### config.mk
export PLATFORM = sky130hd
export DESIGN_NAME = mod_opcode_decoder
export DESIGN_NICKNAME = d
export VERILOG_FILES = /design/src/verilog/mod_pkg.sv /design/src/verilog/mod_col_table.sv /design/src/verilog/mod_opcode_decoder.sv
export SDC_FILE = /design/constraint.sdc
export NUM_CORES = 1
export LEC_CHECK = 0
export BUFFER_PORTS_ARGS = -buffer_cell sky130_fd_sc_hd__buf_2
export CAP_MARGIN = 20
export CORE_UTILIZATION = 45
export CTS_CLUSTER_DIAMETER = 120
export DETAILED_ROUTE_END_ITERATION = 10
export GPL_TIMING_DRIVEN = 0
export PLACE_DENSITY = 0.67
export SYNTH_ARGS = -nofsm -noshare
export SYNTH_HDL_FRONTEND = slang
export SYNTH_SLANG_ARGS = --single-unit
### constraint.sdc
create_clock -name i_clk_sys -period 1.4 [get_ports i_clk_sys]
set_input_delay 0.28 -clock i_clk_sys [delete_from_list [all_inputs] [get_ports i_clk_sys]]
set_output_delay 0.28 -clock i_clk_sys [all_outputs]
set_load 0.02 [all_outputs]
### src/verilog/mod_pkg.sv
// Purpose: shared constants for the opcode decoder and flag update logic
// Assumes: 8-bit opcodes, five-bit condition code register
// Notes: operation codes are internal to the decoder
package mod_pkg;
    // condition code width, bit positions and reset value
    localparam int MOD_COND_W = 5;
    localparam int MOD_COND_H = 4;
    localparam int MOD_COND_I = 3;
    localparam int MOD_COND_N = 2;
    localparam int MOD_COND_Z = 1;
    localparam int MOD_COND_C = 0;
    localparam logic [4:0] MOD_COND_RST = 5'h08;

    // high nibble columns
    localparam logic [3:0] MOD_COL_BRBIT = 4'h0;
    localparam logic [3:0] MOD_COL_BSC = 4'h1;
    localparam logic [3:0] MOD_COL_REL = 4'h2;
    localparam logic [3:0] MOD_COL_RMW_DIR = 4'h3;
    localparam logic [3:0] MOD_COL_RMW_IX0 = 4'h7;
    localparam logic [3:0] MOD_COL_CTL8 = 4'h8;
    localparam logic [3:0] MOD_COL_CTL9 = 4'h9;
    localparam logic [3:0] MOD_COL_IMM = 4'hA;

    // fixed opcodes
    localparam logic [7:0] MOD_OPC_IRET = 8'h80;
    localparam logic [7:0] MOD_OPC_SRET = 8'h81;
    localparam logic [7:0] MOD_OPC_SWINT = 8'h83;
    localparam logic [7:0] MOD_OPC_BSUB = 8'hAD;
    localparam logic [7:0] MOD_OPC_XFER_AX = 8'h97;
    localparam logic [7:0] MOD_OPC_CLEAR_C = 8'h98;
    localparam logic [7:0] MOD_OPC_SET_C = 8'h99;
    localparam logic [7:0] MOD_OPC_CLEAR_I = 8'h9A;
    localparam logic [7:0] MOD_OPC_SET_I = 8'h9B;
    localparam logic [7:0] MOD_OPC_RST_SP = 8'h9C;
    localparam logic [7:0] MOD_OPC_NOOP = 8'h9D;
    localparam logic [7:0] MOD_OPC_XFER_XA = 8'h9F;

    // cycle overrides and adjustments
    localparam logic [3:0] MOD_CYC_IRET = 4'h9;
    localparam logic [3:0] MOD_CYC_SRET = 4'h6;
    localparam logic [3:0] MOD_CYC_SWINT = 4'hB;
    localparam logic [3:0] MOD_CYC_BSUB = 4'h8;
    localparam logic [3:0] MOD_CYC_STORE_ADD = 4'h1;
    localparam logic [3:0] MOD_CYC_JUMP_SUB = 4'h1;
    localparam logic [3:0] MOD_CYC_SUBJ_ADD = 4'h3;

    // register/memory rows
    localparam logic [3:0] MOD_RM_SUB = 4'h0;
    localparam logic [3:0] MOD_RM_COMPARE = 4'h1;
    localparam logic [3:0] MOD_RM_SUB_BORROW = 4'h2;
    localparam logic [3:0] MOD_RM_IDX_COMPARE = 4'h3;
    localparam logic [3:0] MOD_RM_AND = 4'h4;
    localparam logic [3:0] MOD_RM_BIT = 4'h5;
    localparam logic [3:0] MOD_RM_LOAD_ACC = 4'h6;
    localparam logic [3:0] MOD_RM_STORE_ACC = 4'h7;
    localparam logic [3:0] MOD_RM_XOR = 4'h8;
    localparam logic [3:0] MOD_RM_ADC = 4'h9;
    localparam logic [3:0] MOD_RM_OR = 4'hA;
    localparam logic [3:0] MOD_RM_ADD = 4'hB;
    localparam logic [3:0] MOD_RM_JUMP = 4'hC;
    localparam logic [3:0] MOD_RM_SUB_JUMP = 4'hD;
    localparam logic [3:0] MOD_RM_LOAD_IDX = 4'hE;
    localparam logic [3:0] MOD_RM_STORE_IDX = 4'hF;

    // read-modify-write rows
    localparam logic [3:0] MOD_RMW_NEGATE = 4'h0;
    localparam logic [3:0] MOD_RMW_INVERT = 4'h3;
    localparam logic [3:0] MOD_RMW_SHR_LOGIC = 4'h4;
    localparam logic [3:0] MOD_RMW_ROT_RIGHT = 4'h6;
    localparam logic [3:0] MOD_RMW_SHR_ARITH = 4'h7;
    localparam logic [3:0] MOD_RMW_SHL = 4'h8;
    localparam logic [3:0] MOD_RMW_ROT_LEFT = 4'h9;
    localparam logic [3:0] MOD_RMW_DECR = 4'hA;
    localparam logic [3:0] MOD_RMW_INC = 4'hC;
    localparam logic [3:0] MOD_RMW_TEST = 4'hD;
    localparam logic [3:0] MOD_RMW_CLEAR = 4'hF;

    // operation classes
    typedef enum logic [4:0] {
        MOD_OP_NONE = 5'h00, MOD_OP_BRBIT_SET = 5'h01, MOD_OP_BRBIT_CLR = 5'h02,
        MOD_OP_BIT_SET = 5'h03, MOD_OP_BIT_CLEAR = 5'h04, MOD_OP_BRANCH = 5'h05,
        MOD_OP_RMW = 5'h06, MOD_OP_CONTROL = 5'h07, MOD_OP_REGMEM = 5'h08
    } mod_op_t;

    typedef enum logic [1:0] {
        MOD_ST_IDLE = 2'b01,
        MOD_ST_DONE = 2'b10
    } mod_state_t;
endpackage : mod_pkg

### src/verilog/mod_col_table.sv
// Purpose: column lookup of instruction length and base cycle count
// Assumes: high nibble of the opcode selects the column
// Notes: column 8 has no common count, every defined entry there (80, 81, 83) is overridden
`timescale 1ns/1ps
`default_nettype none
module mod_col_table (
    // opcode column
    input wire logic [3:0] i_col,
    // length and cycles
    output logic [1:0] o_len,
    output logic [3:0] o_cyc
);
    always_comb begin
        case (i_col)
            4'h0: begin o_len = 2'h3; o_cyc = 4'hA; end
            4'h1: begin o_len = 2'h2; o_cyc = 4'h7; end
            4'h2: begin o_len = 2'h2; o_cyc = 4'h4; end
            4'h3: begin o_len = 2'h2; o_cyc = 4'h6; end
            4'h4: begin o_len = 2'h1; o_cyc = 4'h4; end
            4'h5: begin o_len = 2'h1; o_cyc = 4'h4; end
            4'h6: begin o_len = 2'h2; o_cyc = 4'h7; end
            4'h7: begin o_len = 2'h1; o_cyc = 4'h6; end
            4'h8: begin o_len = 2'h1; o_cyc = 4'h0; end
            4'h9: begin o_len = 2'h1; o_cyc = 4'h2; end
            4'hA: begin o_len = 2'h2; o_cyc = 4'h2; end
            4'hB: begin o_len = 2'h2; o_cyc = 4'h4; end
            4'hC: begin o_len = 2'h3; o_cyc = 4'h5; end
            4'hD: begin o_len = 2'h3; o_cyc = 4'h6; end
            4'hE: begin o_len = 2'h2; o_cyc = 4'h5; end
            default: begin o_len = 2'h1; o_cyc = 4'h4; end
        endcase
    end
endmodule : mod_col_table
`default_nettype wire

### src/verilog/mod_opcode_decoder.sv
// Purpose: opcode decoder and condition code update for an 8-bit core
// Assumes: one opcode per i_op_valid pulse, with its operands and ALU result beside it
// Notes: outputs are registered, one cycle after the request
// Contract
// - tested flags follow their condition; untouched flags keep their value
// - half carry from adder bit 3 carry, only add and add-with-carry
// - interrupt return reloads whole condition code register from stack
// - only listed opcodes are valid; others flagged undefined
// - length and base cycles come from the high nibble column
// - interrupt return 9, subroutine return 6, software interrupt 11, branch-subroutine 8
// - stores plus one, unconditional jump minus one, subroutine jump plus three
// - columns 0 and 1: even row set, odd row clear, bit is row/2
// - columns A-F register/memory modes and sixteen operations in order
// - columns 3-7 read-modify-write, eleven defined rows
// - bit test branches copy the tested bit into carry
`timescale 1ns/1ps
`default_nettype none
module mod_opcode_decoder
    import mod_pkg::*;
(
    // clock and reset
    input wire logic i_clk_sys,
    input wire logic i_rst,
    // instruction in
    input wire logic i_op_valid,
    input wire logic [7:0] i_opcode,
    // execution results feeding the flags
    input wire logic [7:0] i_result,
    input wire logic i_carry_out,
    input wire logic i_half_carry,
    input wire logic i_tested_bit,
    input wire logic [4:0] i_stacked_cond,
    // decode out
    output logic o_dec_valid,
    output logic o_undefined,
    output logic [4:0] o_op_class,
    output logic [3:0] o_mode_col,
    output logic [3:0] o_op_row,
    output logic [2:0] o_bit_num,
    output logic [1:0] o_length,
    output logic [3:0] o_cycles,
    // flags
    output logic [4:0] o_cond_code
);
    wire logic [3:0] col = i_opcode[7:4];
    wire logic [3:0] row = i_opcode[3:0];
    wire logic [1:0] col_len;
    wire logic [3:0] col_cyc;

    mod_col_table u_col (
        .i_col(col),
        .o_len(col_len),
        .o_cyc(col_cyc)
    );

    // opcode groups
    wire logic is_brbit = (col == MOD_COL_BRBIT);
    wire logic is_bsc = (col == MOD_COL_BSC);
    wire logic is_branch = (col == MOD_COL_REL);
    wire logic is_rmw = (col >= MOD_COL_RMW_DIR) && (col <= MOD_COL_RMW_IX0);
    wire logic is_regmem = (col >= MOD_COL_IMM);
    wire logic is_ctl = (col == MOD_COL_CTL8) || (col == MOD_COL_CTL9) || (i_opcode == MOD_OPC_BSUB);

    wire logic rmw_row_ok = (row == MOD_RMW_NEGATE) || (row == MOD_RMW_INVERT) || (row == MOD_RMW_SHR_LOGIC)
        || (row == MOD_RMW_ROT_RIGHT) || (row == MOD_RMW_SHR_ARITH) || (row == MOD_RMW_SHL)
        || (row == MOD_RMW_ROT_LEFT) || (row == MOD_RMW_DECR) || (row == MOD_RMW_INC)
        || (row == MOD_RMW_TEST) || (row == MOD_RMW_CLEAR);
    wire logic ctl_ok = (i_opcode == MOD_OPC_IRET) || (i_opcode == MOD_OPC_SRET)
        || (i_opcode == MOD_OPC_SWINT) || (i_opcode == MOD_OPC_BSUB)
        || (i_opcode == MOD_OPC_XFER_AX) || (i_opcode == MOD_OPC_CLEAR_C)
        || (i_opcode == MOD_OPC_SET_C) || (i_opcode == MOD_OPC_CLEAR_I)
        || (i_opcode == MOD_OPC_SET_I) || (i_opcode == MOD_OPC_RST_SP)
        || (i_opcode == MOD_OPC_NOOP) || (i_opcode == MOD_OPC_XFER_XA);
    // immediate column has no store or jump forms
    wire logic imm_bad = (col == MOD_COL_IMM) && ((row == MOD_RM_STORE_ACC) || (row == MOD_RM_JUMP)
        || (row == MOD_RM_SUB_JUMP) || (row == MOD_RM_STORE_IDX));
    wire logic defined = is_brbit || is_bsc || is_branch || (is_rmw && rmw_row_ok) || ctl_ok
        || (is_regmem && !imm_bad);

    wire mod_op_t op_class = !defined ? MOD_OP_NONE :
        is_brbit ? (row[0] ? MOD_OP_BRBIT_CLR : MOD_OP_BRBIT_SET) :
        is_bsc ? (row[0] ? MOD_OP_BIT_CLEAR : MOD_OP_BIT_SET) :
        is_branch ? MOD_OP_BRANCH :
        is_rmw ? MOD_OP_RMW :
        is_ctl ? MOD_OP_CONTROL : MOD_OP_REGMEM;
    wire logic [2:0] bit_num = row[3:1];

    // cycle overrides and register/memory adjustments
    wire logic rm_store = is_regmem && ((row == MOD_RM_STORE_ACC) || (row == MOD_RM_STORE_IDX));
    wire logic rm_jump = is_regmem && (row == MOD_RM_JUMP);
    wire logic rm_subjump = is_regmem && !is_ctl && (row == MOD_RM_SUB_JUMP);
    wire logic [3:0] cycles =
        (i_opcode == MOD_OPC_IRET) ? MOD_CYC_IRET :
        (i_opcode == MOD_OPC_SRET) ? MOD_CYC_SRET :
        (i_opcode == MOD_OPC_SWINT) ? MOD_CYC_SWINT :
        (i_opcode == MOD_OPC_BSUB) ? MOD_CYC_BSUB :
        rm_store ? col_cyc + MOD_CYC_STORE_ADD :
        rm_jump ? col_cyc - MOD_CYC_JUMP_SUB :
        rm_subjump ? col_cyc + MOD_CYC_SUBJ_ADD : col_cyc;

    // flag conditions
    wire logic res_n = i_result[7];
    wire logic res_z = (i_result == 8'h00);
    logic upd_h, upd_n, upd_z, upd_c;
    logic val_n, val_z, val_c;
    always_comb begin
        upd_h = 1'b0;
        upd_n = 1'b0;
        upd_z = 1'b0;
        upd_c = 1'b0;
        val_n = res_n;
        val_z = res_z;
        val_c = i_carry_out;
        if (op_class == MOD_OP_BRBIT_SET || op_class == MOD_OP_BRBIT_CLR) begin
            upd_c = 1'b1;
            val_c = i_tested_bit;
        end else if (op_class == MOD_OP_RMW) begin
            upd_n = 1'b1;
            upd_z = 1'b1;
            upd_c = !((row == MOD_RMW_DECR) || (row == MOD_RMW_INC) || (row == MOD_RMW_TEST));
            if (row == MOD_RMW_SHR_LOGIC) begin
                val_n = 1'b0;
            end
            if (row == MOD_RMW_INVERT) begin
                val_c = 1'b1;
            end
            if (row == MOD_RMW_CLEAR) begin
                val_n = 1'b0;
                val_z = 1'b1;
                upd_c = 1'b0;
            end
        end else if (op_class == MOD_OP_REGMEM) begin
            upd_n = !(rm_jump || rm_subjump);
            upd_z = !(rm_jump || rm_subjump);
            upd_c = (row == MOD_RM_SUB) || (row == MOD_RM_COMPARE) || (row == MOD_RM_SUB_BORROW)
                || (row == MOD_RM_IDX_COMPARE) || (row == MOD_RM_ADC) || (row == MOD_RM_ADD);
            upd_h = (row == MOD_RM_ADC) || (row == MOD_RM_ADD);
        end else if (op_class == MOD_OP_CONTROL) begin
            upd_c = (i_opcode == MOD_OPC_CLEAR_C) || (i_opcode == MOD_OPC_SET_C);
            val_c = (i_opcode == MOD_OPC_SET_C);
        end
    end

    logic [4:0] cond_calc;
    always_comb begin
        cond_calc = o_cond_code;
        if (upd_h) begin
            cond_calc[MOD_COND_H] = i_half_carry;
        end
        if (upd_n) begin
            cond_calc[MOD_COND_N] = val_n;
        end
        if (upd_z) begin
            cond_calc[MOD_COND_Z] = val_z;
        end
        if (upd_c) begin
            cond_calc[MOD_COND_C] = val_c;
        end
        if (i_opcode == MOD_OPC_CLEAR_I) begin
            cond_calc[MOD_COND_I] = 1'b0;
        end
        if ((i_opcode == MOD_OPC_SET_I) || (i_opcode == MOD_OPC_SWINT)) begin
            cond_calc[MOD_COND_I] = 1'b1;
        end
        if (i_opcode == MOD_OPC_IRET) begin
            cond_calc = i_stacked_cond;
        end
    end

    // undefined opcodes leave flags alone; software must not rely on them
    wire logic [4:0] cond_d = (i_op_valid && defined) ? cond_calc : o_cond_code;

    always_ff @(posedge i_clk_sys or posedge i_rst) begin
        if (i_rst) begin
            o_cond_code <= MOD_COND_RST;
            o_dec_valid <= 1'b0;
            o_undefined <= 1'b0;
            o_op_class <= MOD_OP_NONE;
            o_mode_col <= 4'h0;
            o_op_row <= 4'h0;
            o_bit_num <= 3'h0;
            o_length <= 2'h0;
            o_cycles <= 4'h0;
        end else begin
            o_cond_code <= cond_d;
            o_dec_valid <= i_op_valid;
            if (i_op_valid) begin
                o_undefined <= !defined;
                o_op_class <= op_class;
                o_mode_col <= col;
                o_op_row <= row;
                o_bit_num <= bit_num;
                o_length <= col_len;
                o_cycles <= cycles;
            end
        end
    end
endmodule : mod_opcode_decoder
`default_nettype wire

==> qor.yml, run 1 <==
run_status:
  status: "finished, violations left"
  violations: "design-rule violations, negative setup slack"
grt:
  grt_max_degree: 26
  antenna_found_initial: 0
  grt_pass1_vias: 2123
  gr-usage-all-layers: 0.261
  grt_first_pass_wirelength_mm: 10.3
  grt.overflow.total: 0
min_path:
  min_path_type: "primary input to register"
  hold-path-endpoint: "o_dec_valid"
  hold_depth: 1
  worstHoldStart: "i_op_valid"
critical_path:
  rr_startpoint: "o_cond_code[4]"
  path_cells: "buf_12, inv_8, buf_6, ha_4, or4b_4, a21oi_4, a211oi_2, nor2_2, mux2_4"
  regToRegEndpoint: "o_cond_code[4]"
  slowest_delay_ns: 0.56
  end_kind: "register"
  critPathSlowestCell: "or4b_4"
  critPathRequiredTime_ns: 1.57
  cp_max_fo: 6
  crit_arrival_ns: 2.10
  reg2reg_depth: 3
  setup.worst_path.start_class: "primary input"
  timing_worst_setup_path_type: "primary input to register"
  r2r_slack_ns: 0.60
sta:
  rsz0062_at_grt: "yes"
  setup_ws_ns: -0.532
  tns_ns: -5.61
  drv_slew: 0
  holdWs_ns: 0.210
  hold_viol_final: 0
  period_minus_slack_ns: 1.93
  relSlewSlack: 0.611
  setup_violations: 14
  finClkSkew_ns: 0
  worstMarginPinSlew_ns: 0.584
  min_period_over_period: 1.38
  max_freq_mhz: 518
synthesis:
  synth-seq-area-share: 0.297
  syn_area_per_cell_sq_um: 8.79
  synth_cell_types: 66
  yosys-top-cells-area: "dfrtp_1 (28%), mux2_2 (5.3%), ha_1 (4.7%), nand2_1 (3.4%), o21ai_0 (3.1%)"
  synth_warnings: 0
  synth-edff-count: 0
  synth.most_common_cell: "dfrtp_1"
  syn_inst: 240
  synth_common_cells: "dfrtp_1 (24), nand2_1 (19), nor2_1 (16)"
  ys_async_sr_fraction: 1.00
  synth_top_area_cell: "dfrtp_1"
  synth-seq-cells: 25
  synth_ff_type: "dfrtp_1"
  syn_area_sq_um: 2110
  synth_fp_nets: 275
  yosysTopAreaCellShare: 0.285
drt:
  drt-vias-per-instance: 5.88
  drt_iter0_drc: 153
  wl_per_cell_microns: 16.5
  vias: 2277
  dr.pass1.iters: 8
  drt_wl_total_mm: 6.39
  drtAntennaViolNets: 0
  route.detailed.drc: 12
clock_network:
  clockRootBuffer: "clkbuf_8"
  clockBufferDepth: 2
  clock-sinks: 25
  cts.htree.levels: 1
  clk_latency_ns: 0.27
  clkTransAtPathRegs_ns: 0.09
  cts_tree: "yes"
  numCtsBuffers: 3
power_and_ir_drop:
  ir_worst_vdd_v: 0.000633
  power.density_nw_per_um2: 723
  internal_power_uw: 1490
  combPwrFrac: 0.440
  p_leak_uw: 0.00140
  p_clk_frac: 0.196
  p_sw_uw: 863
  power_frac_seq: 0.364
  power_switching_share: 0.367
floorplanning:
  dieArea_sq_um: 4970
  die_y_microns: 70.5
  initial_core_util: 0.475
  design.core.area_sq_um: 4440
  die_w_microns: 70.5
  boundaryPins: 56
  num_rows: 24
cells_and_area:
  drive_gt1_frac: 0.534
  final_core_util: 0.731
  nFillCells: 331
  syn2layout_area_growth_pct: 53.9
  finalNonFillerCells: 387
  fin_nets: 371
  n_antenna_cell: 0
placed_design:
  placedCellCount: 343
  dpl.hpwl_mm: 4.45
  place_ws_ns: -1.09
  place.gp.congestion: 0.949
  port_buffers: 51
job:
  cap_violations: 0
==> layout make-up <==
type,count,area [sq um],share of cell area
clock buffers,3,41.3,0.0127
well taps,52,65.1,0.0200
repair buffers,94,679,0.209
clock inverters,1,8.76,0.00270
plain buffers,16,111,0.0343
flip-flops and latches,25,627,0.193
multi-input cells,183,1640,0.505
inverters,13,75.1,0.0231
==> how the worst max path moves through the flow <==
stage / start / endpoint / cells past startpoint
global route: i_opcode[4] / o_cond_code[0] / 11
global placement: i_opcode[5] / o_cycles[2] / 13
detailed placement: i_opcode[5] / o_cycles[2] / 13
finish: i_opcode[4] / o_cond_code[1] / 9
floorplan: i_opcode[5] / o_cycles[2] / 12
CTS: i_opcode[5] / o_cycles[1] / 9
==> routing by layer <==
metal / vias to the layer above / global-route usage / routed length [microns]
li1: 1079 / - / -
met1: 1081 / 0.333 / 2650
met2: 108 / 0.465 / 3200
met3: 9 / 0.0418 / 476
met4: 0 / 0.0476 / 65
met5: - / 0 / 0
==> kinds of logic (layout without fill, tap and decap cells) <==
kind of cell	Yosys count	in the layout	synth area share
buffers and inverters	32	127	0.0753
AOI/OAI and AO/OA	67	67	0.251
other	1	1	0.00178
adders and majority gates	8	8	0.0474
DFF	25	25	0.297
and+or+nand+nor	89	89	0.229
xor gates and xnor gates	3	3	0.0125
muxes	15	15	0.0854
==> through the flow <==
| step | area [sq um] | total power, uW |
|---|---|---|
| 2_1_floorplan | 2280 | 1430 |
| 4_1_cts | 3050 | 2280 |
| 3_3_place_gp | 2600 | 1670 |
| 5_1_grt | 3250 | 2470 |
| 6_report | 3250 | 2350 |
| 3_5_place_dp | 2600 | 1680 |
==> registers in the layout, indices dropped and copies added (netlist names) <==
register and count:
o_cond_code 5, o_cycles 4, o_mode_col 4, o_op_class 4, o_op_row 4, o_length 2
o_dec_valid 1, o_undefined 1
==> timing repair <==
item / 4_1_cts / 5_1_grt
endpoints found under the hold margin: 0 / 1
setup buffers: 30 / 12
resized for setup: 49 / 21
setup endpoints to repair: 14 / 15
pin swaps: 26 / 19
cloned: 0 / 0
hold buffers: 0 / 1
==> power by group through the flow <==
stage | Combinational, uW | Sequential [uW] | Clock (uW)
finish | 1030 | 855 | 460
global route | 1110 | 868 | 497
CTS | 949 | 855 | 475
detailed placement | 812 | 869 | 0
global placement | 805 | 868 | 0
floorplan | 450 | 980 | 0
==> layout by cell type (no fill, tap or decap), drive strengths merged, types with 3 or more instances in the layout <==
cell	synthesis	layout
buf	15	105
dfrtp	24	24
nand2	19	19
nor2	17	17
inv	13	14
o21ai	14	14
mux2	11	11
nand2b	10	10
a21oi	10	10
nand3	9	9
ha	8	8
nor3	8	8
o31ai	7	7
clkbuf	4	7
or3	5	5
a31oi	5	5
a211oi	5	5
nor4	5	5
nand4	3	3
a21o	3	3
nor2b	3	3
o211ai	3	3
mux2i	3	3
==> critical path: cells and delay by family <==
kind / cells / cell delay, ns
AO/OA/AOI/OAI: 2 / 0.38
buffers and inverters: 3 / 0.22
multiplexers: 1 / 0.31
AND/OR/NAND/NOR: 2 / 0.71
adder cells (fa/ha/maj): 1 / 0.19
(Power assumes the default switching activity.)
==> inputs of run 2 (changes only) <==
--- a/config.mk
+++ b/config.mk
@@ -5,6 +5,7 @@
 export SDC_FILE = /design/constraint.sdc
 export NUM_CORES = 1
 export LEC_CHECK = 0
+export ABC_AREA = 1
 export BUFFER_PORTS_ARGS = -buffer_cell sky130_fd_sc_hd__buf_2
 export CAP_MARGIN = 20
 export CORE_UTILIZATION = 45
==> qor.yml, run 2 <==
run_status:
  status: "finished, violations left"
  violations: "negative setup slack"
critical_path:
  timing_worst_setup_path_type: "primary input to register"
  cp_max_fo: 6
  critPathRequiredTime_ns: 1.61
  crit_arrival_ns: 2.15
  end_kind: "register"
  setup.worst_path.start_class: "primary input"
cells_and_area:
  drive_gt1_frac: 0.464
  largest_reg_flops: 5
  fin_nets: 402
  syn2layout_area_growth_pct: 43.7
  final_core_util: 0.697
  final_cell_mix: "nand2_1 (63), buf_2 (51), dfrtp_1 (24)"
  regMostFlops: "o_cond_code"
  n_antenna_cell: 0
  final_common_cell: "nand2_1"
sta:
  relSlewSlack: 0.397
  rsz0062_at_grt: "yes"
  min_period_over_period: 1.38
  max_freq_mhz: 516
  worstMarginPinSlew_ns: 0.904
  setup_violations: 14
  finClkSkew_ns: 0
  setup_ws_ns: -0.539
  tns_ns: -3.81
  period_minus_slack_ns: 1.94
  hold_viol_final: 0
  drv_slew: 0
  holdWs_ns: 0.190
synthesis:
  syn_area_per_cell_sq_um: 6.91
  synth-edff-count: 0
  synth-compound-area-share: 0.124
  synth_cell_types: 34
  synth.most_common_cell: "nand2_1"
  syn_area_sq_um: 2000
  synth_top_family_by_area: "simple AND/OR/NAND/NOR gates"
  yosys-top-cells-area: "dfrtp_1 (30%), nand2_1 (13%), nand3_1 (6.3%), inv_1 (5.5%), ha_1 (5.0%)"
  ys_async_sr_fraction: 1.00
  synthXorXnorAreaFrac: 0.0132
  syn_inst: 289
  synth_fp_nets: 324
  synth_common_cells: "nand2_1 (71), inv_1 (29), nand3_1 (25)"
  yosysTopAreaCellShare: 0.301
  synth_warnings: 0
  synth-seq-area-share: 0.314
  synth-simple-area-share: 0.389
  synth_ff_type: "dfrtp_1"
  synth-seq-cells: 25
  synth_top_area_cell: "dfrtp_1"
  synth_mux_area_frac: 0.00502
  synthAdderAreaFrac: 0.0502
clock_network:
  cts.hold.buffers_added: 0
  clk_latency_ns: 0.26
  clockRootBuffer: "clkbuf_8"
  cts_tree: "yes"
  clockBufferDepth: 2
  clock-sinks: 25
  numCtsBuffers: 3
  cts.htree.levels: 1
  clkTransAtPathRegs_ns: 0.09
placed_design:
  dpl.hpwl_mm: 4.00
  place.gp.congestion: 0.934
  place_ws_ns: -0.975
  port_buffers: 53
grt:
  gr-usage-all-layers: 0.240
  grt_max_degree: 26
  grt_first_pass_wirelength_mm: 8.46
  antenna_found_initial: 0
  grt_pass1_vias: 1892
  grt.overflow.total: 0
min_path:
  min_path_type: "primary input to async pin"
drt:
  wl_per_cell_microns: 14.2
  dr.pass1.iters: 5
  drtAntennaViolNets: 0
  route.detailed.drc: 0
  vias: 2208
  drt_wl_total_mm: 5.92
  drt_iter0_drc: 162
  drt-vias-per-instance: 5.31
power_and_ir_drop:
  power.density_nw_per_um2: 794
  p_leak_uw: 0.00150
  ir_worst_vdd_v: 0.000376
floorplanning:
  die_w_microns: 68.6
  design.core.area_sq_um: 4120
  num_rows: 23
  initial_core_util: 0.485
  boundaryPins: 56
  dieArea_sq_um: 4710
  die_y_microns: 68.6
job:
  cap_violations: 0
run 2: final cells by class:
class                   instances  area (sq um)
clock buffers                   3          41.3
plain buffers                   9          60.1
clock inverters                 1          5.00
fillers                       368          1250
flip-flops and latches         25           627
repair buffers                 72           443
inverters                      38           163
well taps                      50          62.6
multi-input cells             218          1470
run 2: kinds of logic (layout without fill, tap and decap cells):
group | Yosys count | in the layout
AND/OR/NAND/NOR | 159 | 160
buffers and inverters | 47 | 123
AO/OA/AOI/OAI | 45 | 45
flip-flops | 25 | 25
adder cells (fa/ha/maj) | 8 | 8
XOR/XNOR | 3 | 3
other | 1 | 1
multiplexers | 1 | 1
run 2: worst paths after layout:
path,from,endpoint,slack (ns),depth (start not counted)
hold / removal,i_rst,o_mode_col[3],0.19,2
hold reg to reg,o_cond_code[3],o_cond_code[3],0.47,2
setup reg to reg,o_length[0],o_length[0],0.69,2
setup / recovery,i_opcode[5],o_cycles[1],-0.54,13
max in group asynchronous,i_rst,o_op_row[2],0.65,2
min in group i_clk_sys,i_op_valid,o_dec_valid,0.19,1
run 2: power breakdown:
| group | switching, uW | total, uW | internal, uW |
|---|---|---|---|
| Sequential | 55.1 | 880 | 825 |
| Clock | 222 | 420 | 199 |
| Combinational | 611 | 975 | 365 |
run 2: worst max-delay path, stage by stage:
cell        delay [ns]
buf_8             0.11
clkinvlp_4        0.14
ha_4              0.26
o22ai_2           0.19
a31oi_4           0.06
buf_4             0.15
buf_6             0.11
ha_1              0.31
o21ai_2           0.14
a21oi_1           0.07
o22ai_1           0.16
nand2_1           0.10
nand2_1           0.06
run 2: per-stage QoR:
step | instances | total power (uW) | area (sq um)
floorplan | 289 | 1420 | 2050
global placement | 392 | 1660 | 2380
finish | 416 | 2280 | 2870
detailed placement | 392 | 1670 | 2380
global route | 416 | 2410 | 2870
CTS | 404 | 2130 | 2550
run 2: layer usage:
layer / global-route usage / vias up / part of all wire
li1: - / 1085 / -
met1: 0.328 / 1011 / 0.45
met2: 0.390 / 97 / 0.47
met3: 0.0247 / 15 / 0.055
met4: 0.0859 / 0 / 0.027
met5: 0 / - / 0
run 2: repair_timing:
action | in CTS | in global routing
gates cloned | 0 | 1
setup endpoints to repair | 14 | 14
pin swaps | 8 | 22
gates resized for setup | 17 | 63
buffers inserted | 8 | 11
